`src/cfm_pkg.sv`:
```
package cfm_pkg;
  // register byte offsets
  localparam logic [7:0]  A_LOSS_CTL   = 8'h00;
  localparam logic [7:0]  A_NMI_FLAG   = 8'h04;
  localparam logic [7:0]  A_NMI_CLR    = 8'h08;
  localparam logic [7:0]  A_NMI_FRC    = 8'h0C;
  localparam logic [7:0]  A_NWD_PRD    = 8'h10;
  localparam logic [7:0]  A_NWD_CNT    = 8'h14;
  localparam logic [7:0]  A_NMI_SHADOW = 8'h18;
  localparam logic [7:0]  A_RST_CAUSE  = 8'h1C;
  localparam logic [7:0]  A_PCLK_GATE  = 8'h20;
  localparam logic [7:0]  A_SOFT_RST   = 8'h24;
  localparam logic [7:0]  A_LOCK       = 8'h28;
  localparam logic [7:0]  A_WD_CTL     = 8'h2C;
  localparam logic [7:0]  A_WD_PRD     = 8'h30;
  localparam logic [7:0]  A_WD_WIN     = 8'h34;
  localparam logic [7:0]  A_WD_KEY     = 8'h38;
  localparam logic [7:0]  A_WD_CNT     = 8'h3C;
  localparam logic [7:0]  A_SW_RST     = 8'h40;
  // keys
  localparam logic [15:0] CTL_KEY      = 16'hA5C3;
  localparam logic [15:0] WD_GOOD_KEY  = 16'h0055;
  // field positions
  localparam int          LOSS_OFF_BIT  = 0;
  localparam int          LOSS_TEST_BIT = 1;
  localparam int          LOSS_STS_BIT  = 8;
  localparam int          WD_INT_BIT   = 0;
  localparam int          WD_WIN_BIT   = 1;
  localparam int          LOCK_GATE_BIT = 0;
  localparam int          NF_CLK       = 0;
  localparam int          NF_EXT       = 1;
  localparam int          NF_W         = 2;
  localparam int          RC_POR       = 0;
  localparam int          RC_NWD       = 1;
  localparam int          RC_WD        = 2;
  localparam int          RC_SW        = 3;
  localparam int          RC_PERIPH    = 4;
  localparam int          RC_W         = 5;
  // reset values
  localparam logic [15:0] NWD_PRD_RST   = 16'h0FFF;
  localparam logic [15:0] WD_PRD_RST    = 16'h0FFF;
  localparam logic [15:0] WD_WIN_RST    = 16'h0000;
  localparam logic [RC_W-1:0] RC_RST    = 5'h01;
  // timing
  localparam int          CLK_HZ       = 200_000_000;
  localparam int          OSC_HZ       = 10_000_000;
  localparam int          OSC_DIV      = CLK_HZ / OSC_HZ;
  localparam int          LOSS_LIMIT   = 8;
endpackage : cfm_pkg

```
`src/cfm_sync.sv`:
```
`timescale 1ns/1ps
module cfm_sync #(
  parameter int W = 1
) (
  input  wire logic         core_clk,
  input  wire logic         rst_n,
  input  wire logic [W-1:0] din,
  output logic      [W-1:0] dout
);
  logic [W-1:0] stage1;

  always_ff @(posedge core_clk or negedge rst_n) begin
    if (!rst_n) begin
      stage1 <= '0;
      dout   <= '0;
    end else begin
      stage1 <= din;
      dout   <= stage1;
    end
  end
endmodule : cfm_sync

```
`src/cfm_monitor.sv`:
```
`timescale 1ns/1ps
// Notes on behaviour
// loss detector ticks at 10 MHz, flags only total loss of reference clock
// loss detector active from power-on; software may disable it
// pending NMI not recovered before timeout requests a device reset
// NMI watchdog timeout is a software-written period register
// NMI shadow copy cleared only by power-on reset, kept over warm reset
// NMI flags copied into shadow before warm reset is requested
// critical control writes take effect only with correct upper key
// each peripheral clock gated individually; gated after reset
// gating configuration can be locked against later writes
// each peripheral soft reset individual; none asserted after reset
// reset cause register latches the source of the latest reset event
// error status pin signals a critical internal error
// forcing the clock fail bit sets its flag and the error pin
// oscillator-off test bit simulates loss: sets flag and status
// non-power-on resets triggerable internally, record cause, act narrowly
// watchdog failure raises interrupt instead of reset when selected
// watchdog lower and upper bounds define the service window
// watchdog errors on expiry or on a wrong service key
// windowed mode errors when key arrives before the lower bound
// NMI watchdog counts while any flag set, clears when all cleared
// external monitor treats error pin assertion as critical fault
module cfm_monitor #(
  parameter int NP        = 8,
  parameter int LOSS_LIMIT = cfm_pkg::LOSS_LIMIT
) (
  input  wire logic          core_clk,
  input  wire logic          rst_n,
  input  wire logic          power_on_reset_n,
  input  wire logic [7:0]    paddr,
  input  wire logic          psel,
  input  wire logic          penable,
  input  wire logic          pwrite,
  input  wire logic [31:0]   pwdata,
  output logic      [31:0]   prdata,
  output logic               pready,
  output logic               pslverr,
  input  wire logic          pll_ref_clk,
  input  wire logic          ext_fault_in,
  output logic               nmi_out,
  output logic               error_status_pin,
  output logic               warm_reset_req,
  output logic               wdog_irq,
  output logic      [NP-1:0] periph_clk_en,
  output logic      [NP-1:0] periph_soft_reset
);
  localparam int DW = $clog2(cfm_pkg::OSC_DIV);
  localparam int MW = $clog2(LOSS_LIMIT + 1);

  logic                  loss_det_off, osc_off_test_bit, missing_clock_status;
  logic [cfm_pkg::NF_W-1:0] nmi_flag_reg, nmi_shadow, flag_set, flag_clr;
  logic [15:0]           nmi_watchdog_period, nwd_cnt;
  logic [cfm_pkg::RC_W-1:0] reset_cause_reg;
  logic                  lock_gate;
  logic                  wdog_interrupt_select, wd_window_en;
  logic [15:0]           wd_period, wd_win_low, wd_cnt;
  logic [DW-1:0]         osc_div;
  logic                  osc_tick;
  logic [MW-1:0]         loss_cnt;
  logic                  ref_s, ref_d, ext_s;
  logic [31:0]           next_prdata;
  logic                  hit;

  wire setup  = psel & ~penable;
  wire acc    = psel & penable & pready;
  wire wr     = acc & pwrite;
  wire key_ok = pwdata[31:16] == cfm_pkg::CTL_KEY;
  wire kwr    = wr & key_ok;

  cfm_sync #(.W(2)) u_sync (
    .core_clk (core_clk),
    .rst_n    (rst_n),
    .din      ({ext_fault_in, pll_ref_clk}),
    .dout     ({ext_s, ref_s})
  );

  // apb slave: no wait states, data registered in setup
  always_ff @(posedge core_clk or negedge rst_n) begin
    if (!rst_n) begin
      pready  <= 1'b0;
      pslverr <= 1'b0;
      prdata  <= 32'h0000_0000;
    end else begin
      pready  <= setup;
      pslverr <= setup & ~hit;
      if (setup && !pwrite) begin
        prdata <= next_prdata;
      end
    end
  end

  always_comb begin
    next_prdata = 32'h0000_0000;
    hit         = 1'b1;
    case (paddr)
      cfm_pkg::A_LOSS_CTL: begin
        next_prdata[cfm_pkg::LOSS_OFF_BIT]  = loss_det_off;
        next_prdata[cfm_pkg::LOSS_TEST_BIT] = osc_off_test_bit;
        next_prdata[cfm_pkg::LOSS_STS_BIT]  = missing_clock_status;
      end
      cfm_pkg::A_NMI_FLAG:   next_prdata[cfm_pkg::NF_W-1:0] = nmi_flag_reg;
      cfm_pkg::A_NMI_CLR:    next_prdata = 32'h0000_0000;
      cfm_pkg::A_NMI_FRC:    next_prdata = 32'h0000_0000;
      cfm_pkg::A_NWD_PRD:    next_prdata[15:0] = nmi_watchdog_period;
      cfm_pkg::A_NWD_CNT:    next_prdata[15:0] = nwd_cnt;
      cfm_pkg::A_NMI_SHADOW: next_prdata[cfm_pkg::NF_W-1:0] = nmi_shadow;
      cfm_pkg::A_RST_CAUSE:  next_prdata[cfm_pkg::RC_W-1:0] = reset_cause_reg;
      cfm_pkg::A_PCLK_GATE:  next_prdata[NP-1:0] = periph_clk_en;
      cfm_pkg::A_SOFT_RST:   next_prdata[NP-1:0] = periph_soft_reset;
      cfm_pkg::A_LOCK:       next_prdata[cfm_pkg::LOCK_GATE_BIT] = lock_gate;
      cfm_pkg::A_WD_CTL: begin
        next_prdata[cfm_pkg::WD_INT_BIT] = wdog_interrupt_select;
        next_prdata[cfm_pkg::WD_WIN_BIT] = wd_window_en;
      end
      cfm_pkg::A_WD_PRD:     next_prdata[15:0] = wd_period;
      cfm_pkg::A_WD_WIN:     next_prdata[15:0] = wd_win_low;
      cfm_pkg::A_WD_KEY:     next_prdata = 32'h0000_0000;
      cfm_pkg::A_WD_CNT:     next_prdata[15:0] = wd_cnt;
      cfm_pkg::A_SW_RST:     next_prdata = 32'h0000_0000;
      default:               hit = 1'b0;
    endcase
  end

  // internal oscillator rate as an enable
  always_ff @(posedge core_clk or negedge rst_n) begin
    if (!rst_n) begin
      osc_div  <= '0;
      osc_tick <= 1'b0;
    end else begin
      osc_tick <= osc_div == DW'(cfm_pkg::OSC_DIV - 1);
      osc_div  <= (osc_div == DW'(cfm_pkg::OSC_DIV - 1)) ? '0 : osc_div + 1'b1;
    end
  end

  // missing clock detector control
  always_ff @(posedge core_clk or negedge rst_n) begin
    if (!rst_n) begin
      loss_det_off     <= 1'b0;
      osc_off_test_bit <= 1'b0;
    end else if (kwr && paddr == cfm_pkg::A_LOSS_CTL) begin
      loss_det_off     <= pwdata[cfm_pkg::LOSS_OFF_BIT];
      osc_off_test_bit <= pwdata[cfm_pkg::LOSS_TEST_BIT];
    end
  end

  // any rising reference edge restarts the count unless osc_off_test_bit masks it, so only a full stop is seen
  wire ref_edge = ref_s & ~ref_d & ~osc_off_test_bit;
  wire ref_loss = ~loss_det_off & (loss_cnt == MW'(LOSS_LIMIT));

  always_ff @(posedge core_clk or negedge rst_n) begin
    if (!rst_n) begin
      ref_d    <= 1'b0;
      loss_cnt <= '0;
    end else begin
      ref_d <= ref_s;
      if (loss_det_off || ref_edge) begin
        loss_cnt <= '0;
      end else if (osc_tick && loss_cnt != MW'(LOSS_LIMIT)) begin
        loss_cnt <= loss_cnt + 1'b1;
      end
    end
  end

  always_ff @(posedge core_clk or negedge rst_n) begin
    if (!rst_n) begin
      missing_clock_status <= 1'b0;
    end else begin
      if (wr && paddr == cfm_pkg::A_LOSS_CTL && pwdata[cfm_pkg::LOSS_STS_BIT]) begin
        missing_clock_status <= 1'b0;
      end
      if (ref_loss) begin
        missing_clock_status <= 1'b1;
      end
    end
  end

  // nmi flags: set beats clear
  always_comb begin
    flag_set = '0;
    flag_clr = '0;
    flag_set[cfm_pkg::NF_CLK] = ref_loss;
    flag_set[cfm_pkg::NF_EXT] = ext_s;
    if (wr && paddr == cfm_pkg::A_NMI_FRC) begin
      flag_set = flag_set | pwdata[cfm_pkg::NF_W-1:0];
    end
    if (wr && paddr == cfm_pkg::A_NMI_CLR) begin
      flag_clr = pwdata[cfm_pkg::NF_W-1:0];
    end
  end

  always_ff @(posedge core_clk or negedge rst_n) begin
    if (!rst_n) begin
      nmi_flag_reg     <= '0;
      nmi_out          <= 1'b0;
      error_status_pin <= 1'b0;
    end else begin
      nmi_flag_reg     <= (nmi_flag_reg & ~flag_clr) | flag_set;
      nmi_out          <= |nmi_flag_reg;
      error_status_pin <= |nmi_flag_reg;
    end
  end

  // nmi recovery watchdog
  always_ff @(posedge core_clk or negedge rst_n) begin
    if (!rst_n) begin
      nmi_watchdog_period <= cfm_pkg::NWD_PRD_RST;
    end else if (kwr && paddr == cfm_pkg::A_NWD_PRD) begin
      nmi_watchdog_period <= pwdata[15:0];
    end
  end

  wire nwd_fire = (|nmi_flag_reg) & (nwd_cnt == nmi_watchdog_period);

  always_ff @(posedge core_clk or negedge rst_n) begin
    if (!rst_n) begin
      nwd_cnt <= 16'h0000;
    end else if (nmi_flag_reg == '0) begin
      nwd_cnt <= 16'h0000;
    end else if (nwd_cnt != nmi_watchdog_period) begin
      nwd_cnt <= nwd_cnt + 16'h0001;
    end
  end

  // peripheral clock gating and soft reset
  always_ff @(posedge core_clk or negedge rst_n) begin
    if (!rst_n) begin
      lock_gate <= 1'b0;
    end else if (kwr && paddr == cfm_pkg::A_LOCK && pwdata[cfm_pkg::LOCK_GATE_BIT]) begin
      lock_gate <= 1'b1;
    end
  end

  always_ff @(posedge core_clk or negedge rst_n) begin
    if (!rst_n) begin
      periph_clk_en <= '0;
    end else if (kwr && paddr == cfm_pkg::A_PCLK_GATE && !lock_gate) begin
      periph_clk_en <= pwdata[NP-1:0];
    end
  end

  wire soft_wr = kwr && paddr == cfm_pkg::A_SOFT_RST;

  always_ff @(posedge core_clk or negedge rst_n) begin
    if (!rst_n) begin
      periph_soft_reset <= '0;
    end else if (soft_wr) begin
      periph_soft_reset <= pwdata[NP-1:0];
    end
  end

  // internal watchdog
  always_ff @(posedge core_clk or negedge rst_n) begin
    if (!rst_n) begin
      wdog_interrupt_select <= 1'b0;
      wd_window_en          <= 1'b0;
      wd_period             <= cfm_pkg::WD_PRD_RST;
      wd_win_low            <= cfm_pkg::WD_WIN_RST;
    end else if (kwr) begin
      if (paddr == cfm_pkg::A_WD_CTL) begin
        wdog_interrupt_select <= pwdata[cfm_pkg::WD_INT_BIT];
        wd_window_en          <= pwdata[cfm_pkg::WD_WIN_BIT];
      end
      if (paddr == cfm_pkg::A_WD_PRD) begin
        wd_period <= pwdata[15:0];
      end
      if (paddr == cfm_pkg::A_WD_WIN) begin
        wd_win_low <= pwdata[15:0];
      end
    end
  end

  wire wd_svc    = wr && paddr == cfm_pkg::A_WD_KEY;
  wire wd_early  = wd_window_en & (wd_cnt < wd_win_low);
  wire wd_good   = wd_svc & (pwdata[15:0] == cfm_pkg::WD_GOOD_KEY) & ~wd_early;
  wire wd_expire = osc_tick & (wd_cnt == wd_period);
  wire wd_err    = (wd_svc & ~wd_good) | wd_expire;

  always_ff @(posedge core_clk or negedge rst_n) begin
    if (!rst_n) begin
      wd_cnt <= 16'h0000;
    end else if (wd_good || wd_err) begin
      wd_cnt <= 16'h0000;
    end else if (osc_tick) begin
      wd_cnt <= wd_cnt + 16'h0001;
    end
  end

  always_ff @(posedge core_clk or negedge rst_n) begin
    if (!rst_n) begin
      wdog_irq <= 1'b0;
    end else begin
      wdog_irq <= wd_err & wdog_interrupt_select;
    end
  end

  // internal reset requests; the request holds until warm reset clears it
  wire req_wd  = wd_err & ~wdog_interrupt_select;
  wire req_sw  = kwr && paddr == cfm_pkg::A_SW_RST && pwdata[0];
  wire any_req = nwd_fire | req_wd | req_sw;

  always_ff @(posedge core_clk or negedge rst_n) begin
    if (!rst_n) begin
      warm_reset_req <= 1'b0;
    end else if (any_req) begin
      warm_reset_req <= 1'b1;
    end
  end

  // power-on domain: survives warm reset
  always_ff @(posedge core_clk or negedge power_on_reset_n) begin
    if (!power_on_reset_n) begin
      nmi_shadow <= '0;
    end else if (any_req && !warm_reset_req) begin
      nmi_shadow <= nmi_flag_reg;
    end
  end

  always_ff @(posedge core_clk or negedge power_on_reset_n) begin
    if (!power_on_reset_n) begin
      reset_cause_reg <= cfm_pkg::RC_RST;
    end else if (!warm_reset_req) begin
      if (nwd_fire) begin
        reset_cause_reg <= cfm_pkg::RC_W'(1 << cfm_pkg::RC_NWD);
      end else if (req_wd) begin
        reset_cause_reg <= cfm_pkg::RC_W'(1 << cfm_pkg::RC_WD);
      end else if (req_sw) begin
        reset_cause_reg <= cfm_pkg::RC_W'(1 << cfm_pkg::RC_SW);
      end else if (soft_wr && pwdata[NP-1:0] != '0) begin
        reset_cause_reg <= cfm_pkg::RC_W'(1 << cfm_pkg::RC_PERIPH);
      end
    end
  end
endmodule : cfm_monitor

```
`config.mk`:
```
export PLATFORM = sky130hd
export DESIGN_NAME = cfm_monitor
export DESIGN_NICKNAME = d
export VERILOG_FILES = /design/src/cfm_pkg.sv /design/src/cfm_sync.sv /design/src/cfm_monitor.sv
export SDC_FILE = /design/constraint.sdc
export NUM_CORES = 1
export LEC_CHECK = 0
export ABC_CLOCK_PERIOD_IN_PS = 4610
export BUFFER_PORTS_ARGS = -buffer_cell sky130_fd_sc_hd__buf_2
export CAP_MARGIN = 20
export CORE_ASPECT_RATIO = 2
export CORE_UTILIZATION = 63
export DETAILED_ROUTE_END_ITERATION = 16
export PLACE_DENSITY = 0.86
export SYNTH_ARGS = -nofsm -noshare
export SYNTH_HDL_FRONTEND = slang
export SYNTH_SLANG_ARGS = --single-unit
```
`constraint.sdc`:
```
create_clock -name core_clk -period 4.61 [get_ports core_clk]
set_clock_uncertainty 0.15 [all_clocks]
set_input_delay 0.922 -clock core_clk [delete_from_list [all_inputs] [get_ports core_clk]]
set_output_delay 0.922 -clock core_clk [all_outputs]
set_load 0.01 [all_outputs]
```
==> results.md, run 1 <==
* CTS sink cnt at between 100 and 150
* Cell with the most instances after synthesis: dfrtp_1
* Crit path max fanout at 10
* IO Pins at approximately 100
* Iter 0 DRT Violations at 701
* FP Rows at between 50 and 60
* Buf+Inv Stages, Crit Path at 0
* Clock buffer depth at 2
* CTS buffer count at 17
* Max_cap viols at 0
* WL per Instance at approximately 22 um
* Max incr delay on CP at between 500 and 600 ps
* Vias in the first global route at about 6500
* Max Slew Vio Count at 0
* Post-route insts no fill at ~1000
* Synth cell types at 70
* Leakage power at between 4 and 5 nW
* First-pass GRT wire length at between 30 and 40 mm
* Final-report hold violation count at 0
* Yosys top cell by area: dfrtp_1
* Die Area at around 13000 um^2
* Async SR Flop Fraction at 100%
* Min Hold Slack at around 180 ps
* Outcome: completed
* RD Place Congestion at between 0.9 and 1
* Startpoint types: flop
* ANT nets after route at 0
* Max Clk Rate at about 300 MHz
* Slew @ Worst Pin at 1110 ps
* Share of the yosys chip area belonging to registers at ~47%
* Yosys warnings at 0
* Post-synth EDFFs at 0
* Post CTS Setup Buffer Count at 0
* Avg Cell Area, Syn at ~10 um^2
* RSZ-0062 raised after global routing: false
* Slowest cell on the critical path: or4b_1
* Setup TNS Final at 0 ps
* Yosys top cell area share at 38.4%
* Crit-path leading delay family: simple AND/OR/NAND/NOR gates
* PD cells at 312 nW/um^2
* #FFs+latches synth at approximately 150
* DP Wirelength at between 15 and 20 mm
* Hold Path Class: input pin to async pin
* Setup Viol. Count Final at 0
* Worst path cell trace: ha_1, nand4_1, nor3_1, or4b_1, and4_4, a221oi_4, and3_4, o311ai_2
* Overflow after GRT at 0
* WP data arrival at 3440 ps
* Final Util at around three quarters
* Mapped Area at between 7000 and 8000 um^2
* Maximum VDD drop at between 0.2 and 0.3 mV
* Via/cell ratio at approximately 6.5
* Top FF cell, synth: dfrtp_1
* Ant. Diodes at 0
* Fraction of layout cells with a size suffix above 1 at roughly 26%
* Synth top area cells: dfrtp_1, dfstp_2, mux2_2
* Placed insts at 972
* Crit Path Category: flop to flop
* Worst path required time at approximately 4700 ps
* Clock transition at path regs at around 70 ps
* Total core area at approximately 12000 um^2
* Worst Setup End Kind: flop
* Tmin final at roughly 3300 ps
* Post-synthesis instance total at between 700 and 800
* H-tree levels at 4
* I/O Buffers at 85
* DRC viols at 0
* CTS tree: built
* Via Count at 6521
* Fin crit share at a little under three quarters
* Drt total wl at 22.3 mm
* Worst-skew pair later-pin latency at around 420 ps
* CTS root buffer: clkbuf_16
* DIE HEIGHT at ~160 um
* Total GRT Usage at 36.3%
* Overall power at approximately 2.8 mW
* DRT Pass-1 Iters at 8
* # hold bufs at CTS at 0
* Slew Limit Headroom at 24.9%
* CTS resizes at 0
* P&R area growth vs syn at 13.2%
* Initial antenna violation count at 0
* Nets@finish at between 900 and 1000
* Die Wd at between 80 and 90 um
* Largest net degree at the start of global routing at 110
* Initial Util at about 65%
* Commonest cells in the netlist: dfrtp_1, nor2_1, nand2_1
==> layout by cell type (no fill, tap or decap), types with 9 or more instances in the layout <==
cell type,count
xor2_1,42
nand2_1,63
o22ai_1,9
a22oi_1,25
ha_1,20
inv_1,33
dfstp_2,25
mux2i_1,11
nor3_1,14
nor4_1,13
nand3_1,17
mux2_2,41
dfrtp_1,122
a21oi_1,19
xnor2_1,23
nand4_1,21
a31oi_1,12
buf_4,9
o21ai_0,27
buf_2,84
conb_1,16
clkbuf_16,17
nor2_1,72
==> per-layer routing <==
| layer | GRT usage (%) | part of all wire, % | vias to the layer above |
|---|---|---|---|
| met5 | 0 | 0 | - |
| met4 | 22.7 | 6.5 | 0 |
| met3 | 5.68 | 5.9 | 88 |
| met2 | 58.7 | 51 | 345 |
| met1 | 43.8 | 37 | 3202 |
| li1 | - | - | 2886 |
==> power breakdown <==
part	total [mW]	internal (mW)	switching [mW]
clock	1.32	0.721	0.597
combinational	0.161	0.0526	0.109
sequential	1.33	1.31	0.0137
==> worst paths after layout <==
path	endpoint	depth (start not counted)	start	slack (ps)
setup / recovery	nmi_shadow[0]	8	wd_cnt[13]	1300
setup reg to reg	nmi_shadow[0]	8	wd_cnt[13]	1300
hold / removal	reset_cause_reg[4]	1	power_on_reset_n	180
min in group core_clk	u_sync.dout[0]	0	u_sync.stage1[0]	200
max in group asynchronous	wd_period[8]	2	rst_n	2890
hold reg to reg	u_sync.dout[0]	0	u_sync.stage1[0]	200
==> per-stage QoR <==
step                      area, um^2  worst slack [ps]
after floorplan                 8000              1610
after global placement          8440              1260
after detailed placement        8440              1210
after CTS                       8990              1340
after global routing            8990              1220
final                           8990              1300
==> layout make-up <==
type / count / area [um^2]
clock buffers: 18 / 439
multi-input cells: 551 / 3920
well taps: 147 / 184
fillers: 847 / 3200
inverters: 33 / 124
repair buffers: 94 / 499
clock inverters: 14 / 120
flip-flops and latches: 147 / 3710
==> cell families (layout without fill, tap and decap cells) <==
kind of cell / Yosys count / in the layout / share of synthesized area [%]
DFF: 147 / 147 / 46.7
other: 1 / 16 / 0.0472
and+or+nand+nor: 262 / 262 / 18.0
buffers and inverters: 81 / 159 / 4.80
muxes: 63 / 63 / 9.13
AOI/OAI and AO/OA: 125 / 125 / 11.0
xor gates and xnor gates: 65 / 65 / 7.16
adders and majority gates: 20 / 20 / 3.15
Note: power is estimated with default switching activity, not from simulation.
==> inputs of run 2 (changes only) <==
- ABC_AREA: not set -> 1
- ABC_CLOCK_PERIOD_IN_PS: 4610 -> 3400
- CORE_UTILIZATION: 63 -> 59
- PLACE_DENSITY: 0.86 -> 0.81
- clock period: 4.61 -> 3.4 ns (I/O delays scaled with it)
==> results.md, run 2 <==
* Slew @ Worst Pin at 826 ps (-285 ps)
* CTS root buffer: clkbuf_16
* Hold Path Class: input pin to async pin
* Via Count at 8021 (+23%)
* PD cells at 401 nW/um^2 (+28%)
* CTS sink cnt at 147 (unchanged)
* Post-Synth XOR/XNOR Area at 2.86% (-4.3 points)
* Post-DP Area at 8910 um^2 (+5.6%)
* Outcome: completed
* WP data arrival at 2700 ps (-740 ps)
* Adder-cell area share of the yosys netlist at 3.02% (-0.13 points)
* Commonest non-fill, non-tap cell in the layout: nand2_1
* Top FF cell, synth: dfrtp_1
* Die Wd at 85.8 um (+5.4%)
* Most frequent cells in the layout: nand2_1, inv_1, dfrtp_1
* Initial Util at 60.9% (-4.2 points)
* H-tree levels at 4 (unchanged)
* CTS buffer count at 17 (unchanged)
* Post CTS Setup Buffer Count at 0 (unchanged)
* Total GRT Usage at 37.0% (+0.70 points)
* ANT nets after route at 0 (unchanged)
* Buf+Inv Stages, Crit Path at 1 (+1)
* IO Pins at 102 (unchanged)
* Max Slew Vio Count at 0 (unchanged)
* Crit path max fanout at 32 (+22)
* Worst-skew pair later-pin latency at 430 ps (about the same)
* Worst path cell trace: nand4_1, nor2_1, nand2_2, inv_2, nand2_1, o21ai_0
* WL per Instance at 18.9 um (-15%)
* Startpoint types: flop
* #FFs+latches synth at 147 (unchanged)
* Cell with the most instances after synthesis: nand2_1
* CTS tree: built
* Share of the yosys chip area belonging to registers at 44.8% (-1.9 points)
* Commonest cells in the netlist: nand2_1, inv_1, dfrtp_1
* Setup Viol. Count Final at 0 (unchanged)
* Max Clk Rate at 394 MHz (+30%)
* Yosys warnings at 0 (unchanged)
* Setup TNS Final at 0 ps (unchanged)
* Slowest cell on the critical path: nand2_1
* Multi-input gate area at 3840 um^2 (-2.0%)
* Final worst slack at 864 ps (-438 ps)
* Synth top area cells: dfrtp_1, nand2_1, dfstp_2
* Maximum VDD drop at 0.541 mV (+88%)
* DIE HEIGHT at 170 um (+5.4%)
* Placed insts at 1314 (+35%)
* Simple-Gate Fraction of Synth Area at 26.5% (+8.5 points)
* Mapped Area at 8280 um^2 (+4.2%)
* Critical R2R Launch: pready
* Avg Cell Area, Syn at 7.89 um^2 (-24%)
* Crit-path leading delay family: simple AND/OR/NAND/NOR gates
* RD Place Congestion at 1.04 (+7.7%)
* Synth cell types at 52 (-26%)
* Vias in the first global route at 7841 (+20%)
* Post-route insts no fill at 1347 (+34%)
* Register area at 3710 um^2 (unchanged)
* Die Area at 14500 um^2 (+11%)
* Leakage power at 4.50 nW (+4.3%)
* Pre-CTS WS at 546 ps (-666 ps)
* Nets@finish at 1216 (+33%)
* Yosys top cell by area: dfrtp_1
* Crit Path Category: flop to flop
* DP Wirelength at 19.7 mm (+19%)
* Post-synth EDFFs at 0 (unchanged)
* Crit path launch: pready
* Slew Limit Headroom at 44.8% (+20 points)
* Clock transition at path regs at 70 ps (about the same)
* Post-synthesis instance total at 1049 (+37%)
* Largest family of logic cells by synthesized area: simple AND/OR/NAND/NOR gates
* Fraction of layout cells with a size suffix above 1 at 17.7% (-8.1 points)
* P&R area growth vs syn at 14.9%
* CTS resizes at 0 (unchanged)
* FP Rows at 60 (+5.3%)
* First-pass GRT wire length at 40.0 mm (+15%)
* Final-report hold violation count at 0 (unchanged)
* Worst path required time at 3570 ps (-1170 ps)
* Drt total wl at 25.4 mm (+14%)
* Iter 0 DRT Violations at 729 (+4.0%)
* Max incr delay on CP at 510 ps (about the same)
* Worst Setup End Kind: flop
* Initial antenna violation count at 0 (unchanged)
* Clock buffer depth at 2 (unchanged)
* Total core area at 13600 um^2 (+11%)
* Tmin final at 2540 ps (-772 ps)
* Max_cap viols at 0 (unchanged)
* # hold bufs at CTS at 1 (+1)
* Largest net degree at the start of global routing at 74 (-33%)
* DRC viols at 0 (unchanged)
* Final Cell Area at 9510 um^2 (+5.8%)
* Fin crit share at 74.6% (+2.8 points)
* DRT Pass-1 Iters at 6 (-2)
* Filler Cell Count at 1103 (+30%)
* Via/cell ratio at 5.95 (-8.3%)
* Overflow after GRT at 0 (unchanged)
* Async SR Flop Fraction at 100% (unchanged)
* I/O Buffers at 85 (unchanged)
* RSZ-0062 raised after global routing: false
* Fraction of the mapped netlist area in compound gates at 13.2% (+2.2 points)
* Multiplexer share of the synthesized area at 0% (-9.1 points)
* Min Hold Slack at 106 ps (-74.0 ps)
* Ant. Diodes at 0 (unchanged)
* Yosys top cell area share at 36.9% (-1.6 points)
run 2: path summary, 6_finish.rpt:
check                                         end  cells after the start  slack [ps]
max reg2reg                         wd_period[12]                      6         860
min in group core_clk              u_sync.dout[1]                      0         200
max in group asynchronous  nmi_watchdog_period[1]                      2        2080
max                                 wd_period[12]                      6         860
min                                    prdata[13]                      1         110
min reg2reg                        u_sync.dout[1]                      0         200
run 2: logic make-up after synthesis:
logic type,count (synthesis)
buffers and inverters,188
xor gates and xnor gates,27
and+or+nand+nor,478
other,1
adders and majority gates,20
DFF,147
AOI/OAI and AO/OA,188
run 2: cell type report:
type | instances | area share [%]
clock buffer | 17 | 4.47
clock inverter | 15 | 1.78
inverter | 149 | 5.88
multi-input combinational | 729 | 40.4
sequential | 147 | 39.0
tap | 186 | 2.45
timing repair buffer | 104 | 6.06
run 2: worst reg2reg max path, cell delays in order, from the launching register on:
cell and delay (ps):
dfrtp_1 350, nand4_1 400, nor2_1 260, nand2_2 140, inv_2 190, nand2_1 510
o21ai_0 420
run 2: per-stage QoR:
step                      power, mW  util (%)
after floorplan                1.87         -
after CTS                      3.81      70.0
after global routing           3.90      70.0
after global placement         1.96      65.6
after detailed placement       1.96      65.6
final                          3.81      70.0
run 2: power by group:
part           total [mW]  leakage (nW)  switching (mW)  internal (mW)
clock network        1.88         0.286           0.837           1.04
registers            1.76          1.88         0.00553           1.76
logic               0.166          2.33           0.121         0.0454
run 2: layer usage:
metal | global-route usage (%) | part of all wire (%) | vias to the layer above
li1 | - | - | 3636
met1 | 38.3 | 33 | 3778
met2 | 65.1 | 52 | 451
met3 | 6.96 | 6.5 | 156
met4 | 27.3 | 8.4 | 0
met5 | 0 | 0 | -
